`config.mk`:
```
export PLATFORM = sky130hd
export DESIGN_NAME = rom_id_layer
export DESIGN_NICKNAME = d
export VERILOG_FILES = /design/src/rtl/rom_id_pkg.sv /design/src/rtl/crc8_serial.sv /design/src/rtl/rom_id_layer.sv
export SDC_FILE = /design/constraint.sdc
export NUM_CORES = 1
export LEC_CHECK = 0
export BUFFER_PORTS_ARGS = -buffer_cell sky130_fd_sc_hd__buf_2
export CAP_MARGIN = 20
export CORE_ASPECT_RATIO = 0.75
export CORE_MARGIN = 5
export CORE_UTILIZATION = 55
export CTS_CLUSTER_SIZE = 10
export DETAILED_ROUTE_END_ITERATION = 6
export PLACE_DENSITY = 0.72
export SYNTH_ARGS = -nofsm -noshare
export SYNTH_HDL_FRONTEND = slang
export SYNTH_HIERARCHICAL = 1
export SYNTH_SLANG_ARGS = --single-unit
```
`constraint.sdc`:
```
create_clock -name mclk -period 2.8 [get_ports mclk]
set_input_delay 0.56 -clock mclk [delete_from_list [all_inputs] [get_ports mclk]]
set_output_delay 0.56 -clock mclk [all_outputs]
set_load 0.02 [all_outputs]
```
`src/rtl/rom_id_pkg.sv`:
```
package rom_id_pkg;

  // identifier layout
  localparam int ID_BITS = 64;
  localparam int FAMILY_LSB = 0;
  localparam int FAMILY_BITS = 8;
  localparam int SERIAL_LSB = 8;
  localparam int SERIAL_BITS = 36;
  localparam int RANGE_LSB = 44;
  localparam int RANGE_BITS = 12;
  localparam int CRC_LSB = 56;
  localparam int CRC_BITS = 8;
  localparam int BYTE_BITS = 8;

  // generator x^8 + x^5 + x^4 + 1, reflected form for right shift
  localparam logic [7:0] CRC_POLY = 8'h8C;
  localparam logic [7:0] CRC_INIT = 8'h00;

  // identity values, arbitrary
  localparam logic [7:0] FAMILY_DEFAULT = 8'h5A;
  localparam logic [35:0] SERIAL_DEFAULT = 36'h123456789;
  localparam logic [11:0] RANGE_DEFAULT = 12'hA5C;

  // rom-level command codes, arbitrary
  localparam logic [7:0] CMD_READ = 8'h33;
  localparam logic [7:0] CMD_MATCH = 8'h55;
  localparam logic [7:0] CMD_SEARCH = 8'hF0;
  localparam logic [7:0] CMD_COND_SEARCH = 8'hEC;
  localparam logic [7:0] CMD_SKIP = 8'hCC;
  localparam logic [7:0] CMD_FAST_SKIP = 8'h3C;
  localparam logic [7:0] CMD_FAST_MATCH = 8'h69;

  typedef struct packed {
    logic valid;
    logic [7:0] data;
  } byte_t;

  typedef struct packed {
    logic want;   // master asks for a bit
    logic wbit;   // bit the master writes
    logic write;  // master writes (else reads)
  } slot_t;

endpackage

```
`src/rtl/crc8_serial.sv`:
```
module crc8_serial
  import rom_id_pkg::*;
(
  // clock and reset
  input wire logic mclk,
  input wire logic rst,
  // control
  input wire logic clear,
  input wire logic shiftEn,
  input wire logic dataBit,
  // result
  output logic [7:0] crc,
  output logic zero
);

  logic fb;

  assign fb = dataBit ^ crc[0];

  always_ff @(posedge mclk) begin
    if (rst || clear) begin
      crc <= CRC_INIT;
    end else if (shiftEn) begin
      crc <= (crc >> 1) ^ (fb ? CRC_POLY : 8'h00);
    end
  end

  assign zero = (crc == 8'h00);

endmodule // crc8_serial

```
`src/rtl/rom_id_layer.sv`:
```
// Overview of operation
// - 64-bit identifier, family code sent first
// - 36-bit serial number follows family code
// - 12-bit range code follows serial
// - last byte is CRC of 56 bits
// - CRC polynomial x^8+x^5+x^4+1 shift register
// - CRC register cleared before first bit
// - bits enter CRC lsb first, one per step
// - CRC over all 64 bits yields zero
// - high-speed command switches to fast mode
// - memory commands only after ROM command success
// - all bytes travel least significant bit first
// - ROM layer runs without battery power
module rom_id_layer
  import rom_id_pkg::*;
(
  // clock and reset
  input wire logic mclk,
  input wire logic rst,
  // bit slots from the line layer
  input wire logic resetPulse,
  input rom_id_pkg::slot_t slot,
  output logic txBit,
  output logic slotAck,
  // speed and status
  output logic fastMode,
  output logic memAccess,
  output logic crcOk,
  // memory command byte to the memory layer
  output rom_id_pkg::byte_t memCmd,
  // power source, informative
  input wire logic batteryOk
);

  typedef enum {S_IDLE, S_CMD, S_SEND, S_MATCH, S_SRCH_A, S_SRCH_B, S_SRCH_W,
                S_MEM, S_DONE} state_t;

  state_t state_reg;
  logic [ID_BITS-1:0] romId;
  logic [7:0] cmd_reg;
  logic [2:0] bitCnt_reg;
  logic [5:0] idx_reg;
  logic [7:0] crcCalc;
  logic crcClear, crcShift, crcZero;
  logic [ID_BITS-1:0] idShadow_reg;
  logic [6:0] chkCnt_reg;
  logic fastCmd, lastBit, slotTaken;
  logic [7:0] cmd_next;
  logic [7:0] crcByte_reg;

  ////////////////////////////////////////////////////////////////////////////
  // identifier assembly, family byte at bit 0 goes first
  assign romId[FAMILY_LSB +: FAMILY_BITS] = FAMILY_DEFAULT;
  assign romId[SERIAL_LSB +: SERIAL_BITS] = SERIAL_DEFAULT;
  assign romId[RANGE_LSB +: RANGE_BITS] = RANGE_DEFAULT;
  assign romId[CRC_LSB +: CRC_BITS] = crcByte_reg;

  ////////////////////////////////////////////////////////////////////////////
  // crc over the first 56 bits, computed once after reset, then kept
  crc8_serial crcUnit (
    .mclk(mclk),
    .rst(rst),
    .clear(crcClear),
    .shiftEn(crcShift),
    .dataBit(idShadow_reg[0]),
    .crc(crcCalc),
    .zero(crcZero)
  );

  always_ff @(posedge mclk) begin
    if (rst) begin
      chkCnt_reg <= 7'h00;
      idShadow_reg <= '0;
      crcByte_reg <= CRC_INIT;
    end else if (chkCnt_reg == 7'h00) begin
      chkCnt_reg <= 7'h01;
      idShadow_reg <= {8'h00, romId[CRC_LSB-1:0]};
    end else if (chkCnt_reg == 7'h39) begin
      // keep the generated byte, then run it through the engine as a check
      chkCnt_reg <= 7'h3A;
      crcByte_reg <= crcCalc;
      idShadow_reg <= {56'h0, crcCalc};
    end else if (chkCnt_reg <= 7'h41) begin
      chkCnt_reg <= chkCnt_reg + 7'h01;
      idShadow_reg <= idShadow_reg >> 1;
    end
  end

  // engine idles once the check is over
  assign crcClear = (chkCnt_reg == 7'h00);
  assign crcShift = ((chkCnt_reg >= 7'h01) && (chkCnt_reg <= 7'h38))
                    || ((chkCnt_reg >= 7'h3A) && (chkCnt_reg <= 7'h41));

  // self check: all 64 identifier bits leave the engine at zero
  always_ff @(posedge mclk) begin
    if (rst) begin
      crcOk <= 1'b0;
    end else begin
      crcOk <= (chkCnt_reg == 7'h42) && crcZero;
    end
  end

  ////////////////////////////////////////////////////////////////////////////
  // command sequencer; runs regardless of batteryOk
  assign cmd_next = {slot.wbit, cmd_reg[7:1]};
  assign fastCmd = (cmd_next == CMD_FAST_SKIP) || (cmd_next == CMD_FAST_MATCH);
  assign lastBit = (bitCnt_reg == 3'h7);
  // a slot loses to a line reset in the same cycle
  assign slotTaken = slot.want && !resetPulse;

  ////////////////////////////////////////////////////////////////////////////
  // speed switch when a high-speed command byte completes
  always_ff @(posedge mclk) begin
    if (rst) begin
      fastMode <= 1'b0;
    end else if (slotTaken && (state_reg == S_CMD) && lastBit && fastCmd) begin
      fastMode <= 1'b1;
    end
  end

  ////////////////////////////////////////////////////////////////////////////
  // first memory command byte, gathered lsb first
  always_ff @(posedge mclk) begin
    if (rst) begin
      memCmd <= '0;
    end else begin
      memCmd.valid <= 1'b0;
      if (slotTaken && (state_reg == S_MEM)) begin
        memCmd.data <= {slot.wbit, memCmd.data[7:1]};
        memCmd.valid <= lastBit;
      end
    end
  end

  always_ff @(posedge mclk) begin
    if (rst) begin
      state_reg <= S_IDLE;
      cmd_reg <= 8'h00;
      bitCnt_reg <= 3'h0;
      idx_reg <= 6'h00;
      memAccess <= 1'b0;
    end else begin
      if (resetPulse) begin
        state_reg <= S_CMD;
        bitCnt_reg <= 3'h0;
        idx_reg <= 6'h00;
        memAccess <= 1'b0;
      end else if (slot.want) begin
        case (state_reg)
          S_CMD: begin
            cmd_reg <= cmd_next;
            bitCnt_reg <= bitCnt_reg + 3'h1;
            if (lastBit) begin
              idx_reg <= 6'h00;
              case (cmd_next)
                CMD_READ: state_reg <= S_SEND;
                CMD_MATCH, CMD_FAST_MATCH: state_reg <= S_MATCH;
                CMD_SEARCH: state_reg <= S_SRCH_A;
                CMD_COND_SEARCH: state_reg <= S_SRCH_A;
                CMD_SKIP, CMD_FAST_SKIP: begin
                  state_reg <= S_MEM;
                  memAccess <= 1'b1;
                end
                default: state_reg <= S_DONE;
              endcase
            end
          end
          S_SEND: begin
            idx_reg <= idx_reg + 6'h01;
            if (idx_reg == 6'h3F) begin
              state_reg <= S_MEM;
              memAccess <= 1'b1;
            end
          end
          S_MATCH: begin
            idx_reg <= idx_reg + 6'h01;
            if (slot.wbit != romId[idx_reg]) begin
              state_reg <= S_DONE;
            end else if (idx_reg == 6'h3F) begin
              state_reg <= S_MEM;
              memAccess <= 1'b1;
            end
          end
          S_SRCH_A: state_reg <= S_SRCH_B;
          S_SRCH_B: state_reg <= S_SRCH_W;
          S_SRCH_W: begin
            idx_reg <= idx_reg + 6'h01;
            if (slot.wbit != romId[idx_reg]) begin
              state_reg <= S_DONE;
            end else if (idx_reg == 6'h3F) begin
              state_reg <= S_MEM;
              memAccess <= 1'b1;
            end else begin
              state_reg <= S_SRCH_A;
            end
          end
          S_MEM: begin
            bitCnt_reg <= bitCnt_reg + 3'h1;
            if (lastBit) begin
              state_reg <= S_DONE;
            end
          end
          S_IDLE, S_DONE: state_reg <= state_reg;
          default: state_reg <= S_IDLE;
        endcase
      end
    end
  end

  ////////////////////////////////////////////////////////////////////////////
  // bit answered to the master on read slots
  always_comb begin
    case (state_reg)
      S_SEND, S_SRCH_A: txBit = romId[idx_reg];
      S_SRCH_B: txBit = ~romId[idx_reg];
      default: txBit = 1'b1;
    endcase
  end

  assign slotAck = slot.want;

endmodule // rom_id_layer

```
==> qor.yml <==
status:
  status: "complete, but fails checks"
  failed_checks: "setup timing"
sta:
  fin_ws_ps: -163
  max_freq_ghz: 0.337
  hold_violations: 0
  slew_viol_final: 0
  fin_skew_ps: 10.6
  rsz0062_at_grt: "yes"
  fin_hold_ws_ps: 451
  finalSetupViolCount: 1
  max_slew_margin_pct: 52.5
  min_period_over_period_pct: 106
  fin_crit_ps: 2960
  worst_pin_slew_ps: 711
  setup-tns-final_ps: -163
routing:
  drt.antenna.violating_nets: 0
  wl_per_cell_um: 15.5
  drtPass1Iterations: 5
  vias: 5201
  first_iter_violations: 441
  avgViaCountPerCell: 5.83
  drcViolationCount: 0
  wirelength_um: 13800
global_route:
  grt_antenna_before_repair: 0
  globalRouteOverflowTotal: 0
  grt_max_degree: 35
  grt_usage_pct: 21.1
  grt_pass1_wl_um: 23500
  grt_pass1_vias: 4871
floorplanning:
  dieArea_um2: 13400
  fp.dieW_um: 132
  start_util_pct: 56.3
  row_count: 33
  coreArea_um2: 10900
  ios: 21
  die_h_um: 101
yosys:
  synth-warning-count: 6
  synth_nets: 727
  seq_area_frac_synth_pct: 45.4
  synth-async-reset-ratio_pct: 0
  syn_avg_cell_area_um2: 8.65
  ys.flop_type: "dfxtp_1"
  synth_seq_cells: 139
  syn_inst: 709
  netlist_area_um2: 6130
  synth_edf_count: 0
  synth_cell_types: 67
cells_and_area:
  final_cell_mix: "dfxtp_1 (134), nand2_1 (110), nor2_1 (74)"
  num_antenna_cells: 0
  nNetsFinal: 757
  final_common_cell: "dfxtp_1"
  final_cells: 892
  largest_reg_flops: 56
  drive_gt1_share_pct: 18.9
  final_core_util_pct: 67.2
  syn_to_final_growth_pct: 19.3
  design_area_um2: 7320
critical_path:
  crit_path_start_kind: "flip-flop"
  critPathArrivalTime_ps: 2400
  r2r-end: "memAccess$_SDFFE_PP0P_"
  endpoint_kind: "primary output"
  critPathKind: "reg2out"
  worst-path-max-fanout: 5
  r2r-start: "idx_reg[1]$_SDFFE_PP0P_"
  r2r_cells: 13
  r2r_setup_slack_ps: 70
  critPathRequiredTime_ps: 2240
hold_path:
  whs_path_depth: 2
  holdCritStartpoint: "idShadow_reg[45]$_SDFFE_PP0N_"
  min_to: "idShadow_reg[45]$_SDFFE_PP0N_"
  min_path_type: "reg2reg"
clock_network:
  cts.root.buffer_cell: "clkbuf_16"
  cts_tree: "done"
  numClockSinks: 139
  clkTransAtPathRegs_ps: 60
  cts_made_buffers: 17
  clockBufferDepth: 2
  cts_hold_buf: 0
  cts_max_level: 4
  clkLatencyLatePin_ps: 420
power:
  total_power_mw: 4.66
  peakVddDrop_mv: 0.416
  power.density_nw_per_um2: 636
  leakagePower_nw: 2.98
run:
  drv_cap: 0
placement:
  hpwl_um: 8770
  routabilityCongestion: 0.948
  dp.cells: 841
  portBuffers: 18
  place_ws_ps: -17.5
  placed_area_um2: 6360
-- worst max-delay path, stage by stage, from the launching register on --
cell and delay [ps]:
dfxtp_4 390, inv_4 60, ha_4 170, or3_4 340, a311oi_4 390, nand3_2 150
nor3_2 210, o21ai_2 100, buf_6 160
-- kinds of logic (layout without fill, tap and decap cells) --
| family | after synthesis | after routing | share of synthesized area, % |
|---|---|---|---|
| compound gates | 136 | 136 | 14.4 |
| xor+xnor | 11 | 11 | 1.57 |
| flops | 139 | 139 | 45.4 |
| simple gates | 317 | 317 | 26.7 |
| fa+ha+maj | 11 | 11 | 2.24 |
| mux | 33 | 33 | 5.53 |
| buf+inv | 62 | 105 | 4.28 |
-- cell usage after synthesis, types with 3 or more instances --
master / instances / share of area (%)
o31ai_1: 8 / 0.98
mux2i_1: 26 / 4.2
nor3_1: 6 / 0.49
xnor2_1: 4 / 0.57
a21o_1: 4 / 0.49
inv_1: 13 / 0.80
a31oi_1: 20 / 2.0
or4bb_1: 3 / 0.55
o21ai_0: 16 / 1.3
o21bai_1: 4 / 0.49
or3_1: 6 / 0.61
or2_2: 4 / 0.41
nand2_1: 111 / 6.8
o31a_1: 4 / 0.57
o41ai_1: 3 / 0.43
mux2_2: 7 / 1.3
nor2b_1: 4 / 0.41
buf_4: 5 / 0.61
dfxtp_1: 139 / 45
clkbuf_1: 29 / 1.8
a21oi_1: 51 / 4.2
xor2_1: 7 / 1.0
ha_1: 11 / 2.2
nand4_1: 11 / 1.1
a211oi_1: 3 / 0.37
nand3_1: 27 / 2.2
nor4_4: 5 / 1.7
nor2_1: 74 / 4.5
and3_1: 32 / 3.3
buf_1: 5 / 0.31
nor4_1: 5 / 0.51
nand2b_1: 9 / 0.92
buf_2: 9 / 0.73
nand4b_1: 4 / 0.57
-- power by group --
| group | leakage, nW | total, mW | internal [mW] | switching, mW |
|---|---|---|---|---|
| clock network | 0.296 | 2.30 | 1.44 | 0.867 |
| registers | 1.13 | 2.09 | 2.04 | 0.0413 |
| logic | 1.55 | 0.271 | 0.0990 | 0.172 |
-- per-layer routing --
layer | GRT usage (%) | share of wire [%]
met1 | 29.9 | 50
met2 | 32.1 | 43
met3 | 5.46 | 6.0
met4 | 6.09 | 0.98
met5 | 0 | 0
-- timing repair --
action / in CTS / in global routing
endpoints found under the setup margin: 1 / 4
cloned: 0 / 0
pin swaps: 12 / 11
gates resized for setup: 36 / 13
buffers inserted: 17 / 3
-- worst max-delay path by stage --
stage / cells after the start / slack (ps) / startpoint / end
floorplan: 8 / 90 / idx_reg[0]$_SDFFE_PP0P_ / txBit
global placement: 8 / 80 / idx_reg[1]$_SDFFE_PP0P_ / txBit
detailed placement: 8 / -20 / idx_reg[1]$_SDFFE_PP0P_ / txBit
CTS: 8 / -80 / idx_reg[1]$_SDFFE_PP0P_ / txBit
global route: 8 / -210 / idx_reg[1]$_SDFFE_PP0P_ / txBit
finish: 8 / -160 / idx_reg[1]$_SDFFE_PP0P_ / txBit
-- area by class of cell --
type | count | area (um^2)
fill | 852 | 3580
clock inverter | 12 | 160
timing repair buffer | 59 | 423
sequential | 139 | 2800
multi-input combinational | 508 | 3260
clock buffer | 20 | 447
inverter | 14 | 57.6
tap | 140 | 175
Power figures use the tool's default switching activity.
